`config.mk`:
```
export PLATFORM = sky130hd
export DESIGN_NAME = fac_flash_ctrl
export DESIGN_NICKNAME = d
export VERILOG_FILES = /design/src/inc/fac_pkg.sv /design/src/design/fac_decode.sv /design/src/design/fac_flash_ctrl.sv /design/src/design/fac_sync.sv
export VERILOG_INCLUDE_DIRS = /design/src /design/src/inc
export SDC_FILE = /design/constraint.sdc
export NUM_CORES = 1
export LEC_CHECK = 0
export CELL_PAD_IN_SITES_DETAIL_PLACEMENT = 0
export CELL_PAD_IN_SITES_GLOBAL_PLACEMENT = 1
export CORE_ASPECT_RATIO = 0.5
export CORE_UTILIZATION = 45
export DETAILED_ROUTE_END_ITERATION = 10
export DONT_BUFFER_PORTS = 1
export PLACE_DENSITY_LB_ADDON = 0.1
export SYNTH_ARGS = -nofsm -noshare
export SYNTH_HDL_FRONTEND = slang
export SYNTH_SLANG_ARGS = --single-unit
```
`constraint.sdc`:
```
create_clock -name clk_i -period 2.35 [get_ports clk_i]
set_input_delay 0.235 -clock clk_i [delete_from_list [all_inputs] [get_ports clk_i]]
set_output_delay 0.235 -clock clk_i [all_outputs]
set_load 0.1 [all_outputs]
```
`src/inc/fac_params.svh`:
```
// flash array control: register offsets, field positions, reset values
// assumes byte-wide registers on a plain strobe port, 16-bit cpu addresses
`ifndef FAC_PARAMS_SVH
`define FAC_PARAMS_SVH
`define FAC_OFS_GUARD      8'hF4
`define FAC_OFS_MCFG       8'hF5
`define FAC_OFS_TEST       8'hF6
`define FAC_OFS_CTL        8'hF7
`define FAC_RST_GUARD      8'h00
`define FAC_RST_MCFG       8'h00
`define FAC_RST_TEST       8'h00
`define FAC_RST_CTL        8'h00
`define FAC_B_LOCK         0
`define FAC_B_BOOT_BLOCK_PROTECT        0
`define FAC_B_STRESS       7
`define FAC_B_GATE         6
`define FAC_B_HVSEEN       5
`define FAC_B_LOWV         4
`define FAC_B_OVRD         3
`define FAC_B_THRESHOLD_CHECK         2
`define FAC_B_SPARE        1
`define FAC_B_MWP          0
`define FAC_B_SWAI         7
`define FAC_B_SUPOK        6
`define FAC_B_WIPE         2
`define FAC_B_ARM          1
`define FAC_B_ENPV         0
`define FAC_BASE_SINGLE    16'h8000
`define FAC_BOOT_TOP       4'hF
`endif

```
`src/inc/fac_pkg.sv`:
```
// flash array control: shared types
// assumes fac_params.svh for all numeric constants
package fac_pkg;
   typedef enum logic [3:0] {
      FAC_IDLE = 4'b0001,
      FAC_RD1  = 4'b0010,
      FAC_RD2  = 4'b0100,
      FAC_DONE = 4'b1000
   } fac_rd_state_t;
endpackage

```
`src/design/fac_decode.sv`:
```
// array address decode: map hit and boot-block membership
// assumes 16-bit byte addresses, 32-kbyte array
`timescale 1ns/1ns
`default_nettype none
`include "fac_params.svh"
module fac_decode (
   input  wire logic [15:0] addr_i,
   input  wire logic        expanded_i,
   output logic             hit_o,
   output logic             boot_o
);
   // expanded modes keep the array out of the map altogether
   assign hit_o  = !expanded_i && (addr_i[15] == 1'(`FAC_BASE_SINGLE >> 15));
   assign boot_o = (addr_i[14:11] == `FAC_BOOT_TOP);
endmodule
`default_nettype wire

```
`src/design/fac_flash_ctrl.sv`:
```
// flash array control and interlocks: registers, array read path, program latches
// assumes a single-cycle array read port (data the cycle after the strobe)
// Notes on behaviour
// - array is 16-bit words; byte/aligned read one array cycle, misaligned two.
// - program one byte or aligned word at a time; erase only whole array.
// - top 2 kbytes of the array form the protected boot block.
// - single-chip after reset: array decoded at upper half of address space.
// - expanded modes: array off the map, never responds.
// - four byte registers from a fixed base, separate from array contents.
// - normal modes: lock bit takes one write after reset only.
// - lock set ignores module configuration writes; clear accepts them.
// - boot protect frozen while lock or program voltage enable set.
// - boot protect set blocks program and erase of boot block.
// - normal mode: test register writes ignored, reads zero.
// - stress enable drives stress circuit; select picks gate or drain.
// - status bit shows high voltage present during stress test.
// - supply low refuses capture arm set unless override test bit set.
// - threshold check steers control gate from supply pin, kills timeout.
// - spare row bit plus special mode selects reserved spare row.
// - multi-word program ignores two low address bits, writes two words.
// - stop-in-wait set halts module clock in wait mode.
// - read-only supply ok bit shows programming supply level.
// - voltage enable sets only with arm set and a write captured since.
// - while enable set only enable and stop-in-wait may change in control register.
// - reads ignored with enable; arm without wipe returns latched data.
// - arm set: next array write captured, later writes ignored.
`timescale 1ns/1ns
`default_nettype none
`include "fac_params.svh"
module fac_flash_ctrl (
   // clock and reset
   input  wire logic        clk_i,
   input  wire logic        rst_n_i,
   // operating mode
   input  wire logic        special_mode_active_i,
   input  wire logic        expanded_mode_i,
   input  wire logic        wait_mode_i,
   // analogue sense pins
   input  wire logic        program_supply_pin_i,
   input  wire logic        stress_hv_pin_i,
   // register port
   input  wire logic [7:0]  reg_addr_i,
   input  wire logic [7:0]  reg_wdata_i,
   input  wire logic        reg_wr_i,
   input  wire logic        reg_rd_i,
   output logic      [7:0]  reg_rdata_o,
   // cpu array access
   input  wire logic [15:0] cpu_addr_i,
   input  wire logic [15:0] cpu_wdata_i,
   input  wire logic        cpu_byte_i,
   input  wire logic        cpu_rd_i,
   input  wire logic        cpu_wr_i,
   output logic      [15:0] cpu_rdata_o,
   output logic             cpu_rvalid_o,
   // array read port
   output logic      [13:0] array_word_o,
   output logic             array_rd_o,
   input  wire logic [15:0] array_rdata_i,
   // program and erase controls
   output logic      [15:0] prog_addr_o,
   output logic      [15:0] prog_data_o,
   output logic             prog_byte_o,
   output logic             prog_dual_o,
   output logic             prog_pulse_o,
   output logic             erase_main_o,
   output logic             erase_boot_o,
   // test controls and clock gate
   output logic             stress_en_o,
   output logic             stress_gate_o,
   output logic             low_voltage_en_o,
   output logic             threshold_check_o,
   output logic             sense_timeout_dis_o,
   output logic             spare_row_o,
   output logic             module_clk_en_o
);
   import fac_pkg::*;

   logic       supply_ok;
   logic       hv_seen;
   logic       cpu_hit, lat_boot;
   fac_sync #(.WIDTH(2)) u_sync (
      .clk_i   (clk_i),
      .rst_n_i (rst_n_i),
      .pin_i   ({stress_hv_pin_i, program_supply_pin_i}),
      .level_o ({hv_seen, supply_ok})
   );

   fac_decode u_dec_cpu (
      .addr_i     (cpu_addr_i),
      .expanded_i (expanded_mode_i),
      .hit_o      (cpu_hit),
      .boot_o     ()
   );

   // register state
   logic       lock_reg, lock_next, lock_used_reg, lock_used_next;
   logic       boot_block_protect_reg, boot_block_protect_next;
   logic [7:0] test_reg, test_next;
   logic       swai_reg, swai_next;
   logic       wipe_reg, wipe_next;
   logic       arm_reg, arm_next;
   logic       enpv_reg, enpv_next;
   logic       capt_reg, capt_next;
   logic [15:0] lat_addr_reg, lat_addr_next;
   logic [15:0] lat_data_reg, lat_data_next;
   logic       lat_byte_reg, lat_byte_next;
   logic [7:0] rdata_reg, rdata_next;
   logic       special_mode_active;
   logic       wr_guard, wr_mcfg, wr_test, wr_ctl;
   logic       arm_ok;
   assign special_mode_active     = special_mode_active_i;
   assign wr_guard = reg_wr_i && (reg_addr_i == `FAC_OFS_GUARD);
   assign wr_mcfg  = reg_wr_i && (reg_addr_i == `FAC_OFS_MCFG);
   assign wr_test  = reg_wr_i && (reg_addr_i == `FAC_OFS_TEST);
   assign wr_ctl   = reg_wr_i && (reg_addr_i == `FAC_OFS_CTL);
   // arm may rise only with a good supply or the override
   assign arm_ok   = supply_ok || (special_mode_active && test_reg[`FAC_B_OVRD]);
   fac_decode u_dec_lat (
      .addr_i     (lat_addr_reg),
      .expanded_i (1'b0),
      .hit_o      (),
      .boot_o     (lat_boot)
   );

   always_comb begin
      lock_next      = lock_reg;
      lock_used_next = lock_used_reg;
      boot_block_protect_next     = boot_block_protect_reg;
      test_next      = test_reg;
      swai_next      = swai_reg;
      wipe_next      = wipe_reg;
      arm_next       = arm_reg;
      enpv_next      = enpv_reg;
      capt_next      = capt_reg;
      lat_addr_next  = lat_addr_reg;
      lat_data_next  = lat_data_reg;
      lat_byte_next  = lat_byte_reg;
      if (wr_guard && (special_mode_active || !lock_used_reg)) begin
         lock_next      = reg_wdata_i[`FAC_B_LOCK];
         lock_used_next = 1'b1;
      end
      if (wr_mcfg && !lock_reg && !enpv_reg) begin
         boot_block_protect_next = reg_wdata_i[`FAC_B_BOOT_BLOCK_PROTECT];
      end
      if (wr_test && special_mode_active) begin
         test_next = reg_wdata_i;
         test_next[`FAC_B_HVSEEN] = 1'b0;
      end
      if (wr_ctl) begin
         swai_next = reg_wdata_i[`FAC_B_SWAI];
         if (!enpv_reg) begin
            wipe_next = reg_wdata_i[`FAC_B_WIPE];
            if (!reg_wdata_i[`FAC_B_ARM]) begin
               arm_next  = 1'b0;
               capt_next = 1'b0;
            end else if (!arm_reg && arm_ok) begin
               arm_next  = 1'b1;
               capt_next = 1'b0;
            end
         end
         // enable follows the old arm, so arm and enable in one write leave enable clear
         enpv_next = reg_wdata_i[`FAC_B_ENPV] && arm_reg && capt_reg;
      end
      // one byte or aligned word; misaligned words never reach the latches
      if (cpu_wr_i && cpu_hit && arm_reg && !capt_reg && !enpv_reg
          && (cpu_byte_i || !cpu_addr_i[0])) begin
         capt_next     = 1'b1;
         lat_addr_next = cpu_addr_i;
         lat_data_next = cpu_wdata_i;
         lat_byte_next = cpu_byte_i;
      end
   end

   always_comb begin
      rdata_next = 8'h00;
      if (reg_rd_i) begin
         unique case (reg_addr_i)
            `FAC_OFS_GUARD: rdata_next[`FAC_B_LOCK]  = lock_reg;
            `FAC_OFS_MCFG:  rdata_next[`FAC_B_BOOT_BLOCK_PROTECT] = boot_block_protect_reg;
            `FAC_OFS_TEST: begin
               if (special_mode_active) begin
                  rdata_next = test_reg;
                  rdata_next[`FAC_B_HVSEEN] = hv_seen;
               end
            end
            `FAC_OFS_CTL: begin
               rdata_next[`FAC_B_SWAI]  = swai_reg;
               rdata_next[`FAC_B_SUPOK] = supply_ok;
               rdata_next[`FAC_B_WIPE]  = wipe_reg;
               rdata_next[`FAC_B_ARM]   = arm_reg;
               rdata_next[`FAC_B_ENPV]  = enpv_reg;
            end
            default: rdata_next = 8'h00;
         endcase
      end
   end

   always_ff @(posedge clk_i or negedge rst_n_i) begin
      if (!rst_n_i) begin
         lock_reg      <= 1'(`FAC_RST_GUARD >> `FAC_B_LOCK);
         lock_used_reg <= 1'b0;
         boot_block_protect_reg     <= 1'b0;
         test_reg      <= `FAC_RST_TEST;
         swai_reg      <= 1'b0;
         wipe_reg      <= 1'b0;
         arm_reg       <= 1'b0;
         enpv_reg      <= 1'b0;
         capt_reg      <= 1'b0;
         lat_addr_reg  <= 16'h0000;
         lat_data_reg  <= 16'h0000;
         lat_byte_reg  <= 1'b0;
         rdata_reg     <= 8'h00;
      end else begin
         lock_reg      <= lock_next;
         lock_used_reg <= lock_used_next;
         boot_block_protect_reg     <= boot_block_protect_next;
         test_reg      <= test_next;
         swai_reg      <= swai_next;
         wipe_reg      <= wipe_next;
         arm_reg       <= arm_next;
         enpv_reg      <= enpv_next;
         capt_reg      <= capt_next;
         lat_addr_reg  <= lat_addr_next;
         lat_data_reg  <= lat_data_next;
         lat_byte_reg  <= lat_byte_next;
         rdata_reg     <= rdata_next;
      end
   end
   assign reg_rdata_o = rdata_reg;

   // array read path
   fac_rd_state_t st_reg, st_next;
   logic [15:0] ra_reg, ra_next;
   logic        rbyte_reg, rbyte_next;
   logic        rmis_reg, rmis_next;
   logic [7:0]  rfirst_reg, rfirst_next;
   logic [15:0] out_reg, out_next;
   logic        vld_reg, vld_next;
   logic [13:0] aw_reg, aw_next;
   logic        ard_reg, ard_next;
   logic [7:0]  byte_sel;

   assign byte_sel = ra_reg[0] ? array_rdata_i[7:0] : array_rdata_i[15:8];
   always_comb begin
      st_next     = st_reg;
      ra_next     = ra_reg;
      rbyte_next  = rbyte_reg;
      rmis_next   = rmis_reg;
      rfirst_next = rfirst_reg;
      out_next    = out_reg;
      vld_next    = 1'b0;
      aw_next     = aw_reg;
      ard_next    = 1'b0;
      unique case (st_reg)
         FAC_IDLE: begin
            if (cpu_rd_i && cpu_hit) begin
               if (enpv_reg || (arm_reg && !wipe_reg)) begin
                  out_next = enpv_reg ? 16'h0000 : lat_data_reg;
                  vld_next = 1'b1;
               end else begin
                  ra_next    = cpu_addr_i;
                  rbyte_next = cpu_byte_i;
                  rmis_next  = !cpu_byte_i && cpu_addr_i[0];
                  aw_next    = cpu_addr_i[14:1];
                  ard_next   = 1'b1;
                  st_next    = FAC_RD1;
               end
            end
         end
         FAC_RD1: st_next = FAC_RD2;
         FAC_RD2: begin
            if (rmis_reg) begin
               rfirst_next = array_rdata_i[7:0];
               rmis_next   = 1'b0; // odd start kept: it selects the byte pairing
               aw_next     = aw_reg + 14'h0001;
               ard_next    = 1'b1;
               st_next     = FAC_RD1;
            end else begin
               if (rbyte_reg) begin
                  out_next = {8'h00, byte_sel};
               end else if (ra_reg[0]) begin
                  out_next = {rfirst_reg, array_rdata_i[15:8]};
               end else begin
                  out_next = array_rdata_i;
               end
               vld_next = 1'b1;
               st_next  = FAC_DONE;
            end
         end
         FAC_DONE: st_next = FAC_IDLE;
      endcase
   end

   always_ff @(posedge clk_i or negedge rst_n_i) begin
      if (!rst_n_i) begin
         st_reg     <= FAC_IDLE;
         ra_reg     <= 16'h0000;
         rbyte_reg  <= 1'b0;
         rmis_reg   <= 1'b0;
         rfirst_reg <= 8'h00;
         out_reg    <= 16'h0000;
         vld_reg    <= 1'b0;
         aw_reg     <= 14'h0000;
         ard_reg    <= 1'b0;
      end else begin
         st_reg     <= st_next;
         ra_reg     <= ra_next;
         rbyte_reg  <= rbyte_next;
         rmis_reg   <= rmis_next;
         rfirst_reg <= rfirst_next;
         out_reg    <= out_next;
         vld_reg    <= vld_next;
         aw_reg     <= aw_next;
         ard_reg    <= ard_next;
      end
   end
   assign cpu_rdata_o  = out_reg;
   assign cpu_rvalid_o = vld_reg;
   assign array_word_o = aw_reg;
   assign array_rd_o   = ard_reg;

   // program, erase and test outputs, all registered
   logic [15:0] paddr_reg, paddr_next;
   logic [11:0] ctl_next, ctl_reg;
   always_comb begin
      paddr_next = (special_mode_active && test_reg[`FAC_B_MWP]) ? {lat_addr_reg[15:2], 2'b00}
                                                 : lat_addr_reg;
      ctl_next[0]  = special_mode_active && test_reg[`FAC_B_MWP];
      ctl_next[1]  = enpv_reg && arm_reg && !wipe_reg
                     && !(boot_block_protect_reg && lat_boot);
      ctl_next[2]  = enpv_reg && arm_reg && wipe_reg;
      ctl_next[3]  = enpv_reg && arm_reg && wipe_reg && !boot_block_protect_reg;
      ctl_next[4]  = special_mode_active && test_reg[`FAC_B_STRESS];
      ctl_next[5]  = special_mode_active && test_reg[`FAC_B_GATE];
      ctl_next[6]  = special_mode_active && test_reg[`FAC_B_LOWV];
      ctl_next[7]  = special_mode_active && test_reg[`FAC_B_THRESHOLD_CHECK];
      ctl_next[8]  = special_mode_active && test_reg[`FAC_B_THRESHOLD_CHECK];
      ctl_next[9]  = special_mode_active && test_reg[`FAC_B_SPARE];
      ctl_next[10] = !(wait_mode_i && swai_reg);
      ctl_next[11] = lat_byte_reg;
   end

   always_ff @(posedge clk_i or negedge rst_n_i) begin
      if (!rst_n_i) begin
         paddr_reg <= 16'h0000;
         ctl_reg   <= 12'h400;
      end else begin
         paddr_reg <= paddr_next;
         ctl_reg   <= ctl_next;
      end
   end
   assign prog_addr_o         = paddr_reg;
   assign prog_data_o         = lat_data_reg;
   assign prog_dual_o         = ctl_reg[0];
   assign prog_pulse_o        = ctl_reg[1];
   assign erase_main_o        = ctl_reg[2];
   assign erase_boot_o        = ctl_reg[3];
   assign stress_en_o         = ctl_reg[4];
   assign stress_gate_o       = ctl_reg[5];
   assign low_voltage_en_o    = ctl_reg[6];
   assign threshold_check_o   = ctl_reg[7];
   assign sense_timeout_dis_o = ctl_reg[8];
   assign spare_row_o         = ctl_reg[9];
   assign module_clk_en_o     = ctl_reg[10];
   assign prog_byte_o         = ctl_reg[11];
endmodule
`default_nettype wire

```
`src/design/fac_sync.sv`:
```
// pin synchroniser: four flops per bit, output follows once stages 2 and 3 agree
// assumes asynchronous pin levels, single clock clk_i
`timescale 1ns/1ns
`default_nettype none
module fac_sync #(
   parameter int WIDTH = 2
) (
   input  wire logic             clk_i,
   input  wire logic             rst_n_i,
   input  wire logic [WIDTH-1:0] pin_i,
   output logic      [WIDTH-1:0] level_o
);
   generate
      if (WIDTH < 1) begin : g_bad
         $error("fac_sync: WIDTH must be at least 1");
      end
   endgenerate

   genvar i;
   generate
      for (i = 0; i < WIDTH; i++) begin : g_bit
         logic s1_reg, s2_reg, s3_reg, lvl_reg, lvl_next;
         // stage 1 feeds stage 2 only
         always_comb begin
            lvl_next = (s2_reg == s3_reg) ? s3_reg : lvl_reg;
         end
         always_ff @(posedge clk_i or negedge rst_n_i) begin
            if (!rst_n_i) begin
               s1_reg  <= 1'b0;
               s2_reg  <= 1'b0;
               s3_reg  <= 1'b0;
               lvl_reg <= 1'b0;
            end else begin
               s1_reg  <= pin_i[i];
               s2_reg  <= s1_reg;
               s3_reg  <= s2_reg;
               lvl_reg <= lvl_next;
            end
         end
         assign level_o[i] = lvl_reg;
      end
   endgenerate
endmodule
`default_nettype wire

```
==> impl_metrics.env <==
export IMPL_first_pass_iters=4
export IMPL_ff2ff_setup_slack_ps=380
export IMPL_nNetsFinal=638
export IMPL_antenna_found_initial=0
export IMPL_htreeDepth=4
export IMPL_dieWidth_um=162.5
export IMPL_grt_start_max_net_pins=139
export IMPL_crit_arrival_ps=2300
export IMPL_wl_met1_mm=6.069
export IMPL_wl_per_cell_um=18.72
export IMPL_seq_area_frac_synth_pct=59.63
export IMPL_area_growth_pct=29.36
export IMPL_fp_dieH_um=82.25
export IMPL_syn_avg_cell_area_um2=12.74
export IMPL_synth_flop_cell="dfrtp_1"
export IMPL_setup_tns_ps=0
export IMPL_ys_types=57
export IMPL_worst_setup_path_type="reg2reg"
export IMPL_ant_nets=0
export IMPL_overflow=0
export IMPL_grt_pass1_vias=4167
export IMPL_syn_area_um2=5796
export IMPL_pwr_share_clk_pct=27.1
export IMPL_slew_viol_final=0
export IMPL_ys_top_cells_by_area="dfrtp_1 59%, mux2_2 13%, a21oi_1 3.0%"
export IMPL_cts_path_max_buffers=2
export IMPL_fin_hold_ws_ps=-477.7
export IMPL_rsz0062_at_grt="no"
export IMPL_worstSetupEndpointType="register"
export IMPL_drc=0
export IMPL_synth_common_cells="136 x dfrtp_1, 66 x mux2_2, 35 x a21oi_1"
export IMPL_drt_iter0_drc=280
export IMPL_path_max_fanout=12
export IMPL_vias=3964
export IMPL_worst_pin_slew_ps=898.3
export IMPL_p_sw_mw=4.614
export IMPL_ys_ff_latch=138
export IMPL_core_um2=12190
export IMPL_placed_area_um2=6329
export IMPL_synth_fp_nets=532
export IMPL_fmax_mhz=508.4
export IMPL_clk_pin_slew_ps=60
export IMPL_initial_core_util_pct=47.54
export IMPL_rows=28
export IMPL_fin_crit_ps=1967
export IMPL_synth_largest_area_cell="dfrtp_1"
export IMPL_violations="negative hold slack"
export IMPL_hold_class="in2async"
export IMPL_hpwl_mm=9.122
export IMPL_p_per_area_nw_per_um2=1371
export IMPL_top_layer_used="met4"
export IMPL_p_int_mw=5.664
export IMPL_layout_drive_gt1_share_pct=33.28
export IMPL_r2r_cells=4
export IMPL_ys_async_sr_fraction_pct=100.0
export IMPL_r2r_end="cpu_rdata_o[9]"
export IMPL_final_setup_viol_count=0
export IMPL_cts_sinks=138
export IMPL_maxCapViolCount=0
export IMPL_hold_violations=138
export IMPL_cp_required_ps=2680
export IMPL_cts_buffers=17
export IMPL_reg2reg_from="st_reg[1]"
export IMPL_routabilityCongestion=0.8053
export IMPL_die_area_um2=13360
export IMPL_wl_met3_mm=1.136
export IMPL_via_per_inst=5.364
export IMPL_wirelength_mm=13.84
export IMPL_synth_edf_count=0
export IMPL_leakagePower_nw=3.422
export IMPL_fin_skew_ps=9.603
export IMPL_ir_drop_mv=0.8862
export IMPL_fin_cells=739
export IMPL_pin_count=160
export IMPL_critPathLaunchType="register"
export IMPL_p_sw_share_pct=44.89
export IMPL_cts_tree="done"
export IMPL_met2WireLength_mm=6.538
export IMPL_p_total_mw=10.28
export IMPL_grt_use_total_pct=21.81
export IMPL_syn_inst=455
export IMPL_period_share_pct=83.71
export IMPL_diodes=0
export IMPL_dpl_cell_count=653
export IMPL_combinationalPowerShare_pct=40.2
export IMPL_seqPwrFrac_pct=32.7
export IMPL_outcome="finished with violations"
export IMPL_grt_pass1_wl_mm=21.93
export IMPL_holdBufCountCts=54
export IMPL_yosys_area_top_type_share_pct=58.72
export IMPL_fin_area_um2=7497
export IMPL_port_buffers=0
export IMPL_synth_most_common_cell="dfrtp_1"
export IMPL_synth_warnings=0
export IMPL_maxSlewHeadroom_pct=40.15
export IMPL_cts_root_buf="clkbuf_16"
export IMPL_clock_latency_ps=410
-- per-layer routing --
metal,up-vias,global-route usage [%]
met2,128,35.43
met1,1979,27.91
met5,-,0
met4,0,6.038
met3,7,7.692
li1,1850,-
-- per-stage QoR --
stage | utilization (%) | setup slack (ps)
CTS | 61.49 | 372.0
global route | 61.49 | 310.6
detailed placement | 51.91 | 428.2
global placement | 51.91 | 465.7
floorplan | - | 133.9
finish | 61.49 | 382.9
-- how the worst max path moves through the flow --
stage                                from         endpoint  slack, ps  cells past startpoint
after global routing            st_reg[1]   cpu_rdata_o[9]        310                      4
final                           st_reg[1]   cpu_rdata_o[9]        380                      4
after floorplan           array_word_o[0]  array_word_o[8]        130                      6
after global placement          st_reg[1]  cpu_rdata_o[13]        470                      4
after detailed placement        st_reg[1]  cpu_rdata_o[10]        430                      4
after CTS                       st_reg[1]   cpu_rdata_o[9]        370                      4
-- cells by family after synthesis --
| group | share of synthesized area (%) |
|---|---|
| xor+xnor | 0.2807 |
| simple gates | 10.97 |
| compound gates | 11.33 |
| flops | 59.63 |
| buf+inv | 2.893 |
| fa+ha+maj | 0.5613 |
| mux | 14.33 |
-- final cells by class --
type,instances,area (µm²)
multi-input cells,287,2183
fillers,971,4695
well taps,165,206.4
inverters,9,38.79
flip-flops and latches,138,3457
clock buffers,20,466.7
repair buffers,108,983.4
clock inverters,12,161.4
-- power groups by stage --
stage	Clock (mW)	Combinational (mW)	Sequential [mW]
floorplan	0	1.21	5.40
global placement	0	3.99	3.37
detailed placement	0	4.05	3.40
CTS	2.85	4.14	3.36
global route	2.95	4.34	3.42
finish	2.79	4.13	3.36
-- cell usage in the layout (no fill, tap or decap), types with 3 or more instances in the layout --
master         Yosys  layout
a21oi_1           35      35
inv_1              7       7
nor3_1             6       6
nor2_1            24      24
o31ai_1            4       4
a22o_1             4       4
mux2_2            66      66
a22oi_1            8       8
buf_4              3      51
o21ai_0           10      10
a2bb2oi_1          3       3
nor2_2             4       4
and2_1             9       9
inv_6              0       4
o22ai_1            7       7
nor2b_1            5       5
a21oi_2           16      16
buf_12             0       3
nand3_1           10      10
nor3b_1            9       9
bufinv_16          0       3
nand2_1           22      21
nand2b_1           3       3
dlygate4sd3_1      0      54
and3_1             3       3
mux2_1             4       4
clkbuf_16          0      17
clkbuf_8           0       3
clkinvlp_4         0       3
dfrtp_1          136     135
-- worst max-delay path, cell delays in order, from the launching register on --
cell     delay (ps)
dfrtp_1         480
or4_4           690
nor2_2          380
a22oi_1         160
a21oi_2         180
-- timing repair --
item / in CTS / in global routing
setup buffers: 0 / 0
hold endpoints to repair: 203 / 138
gates resized for setup: 0 / 0
(Power assumes the default switching activity.)
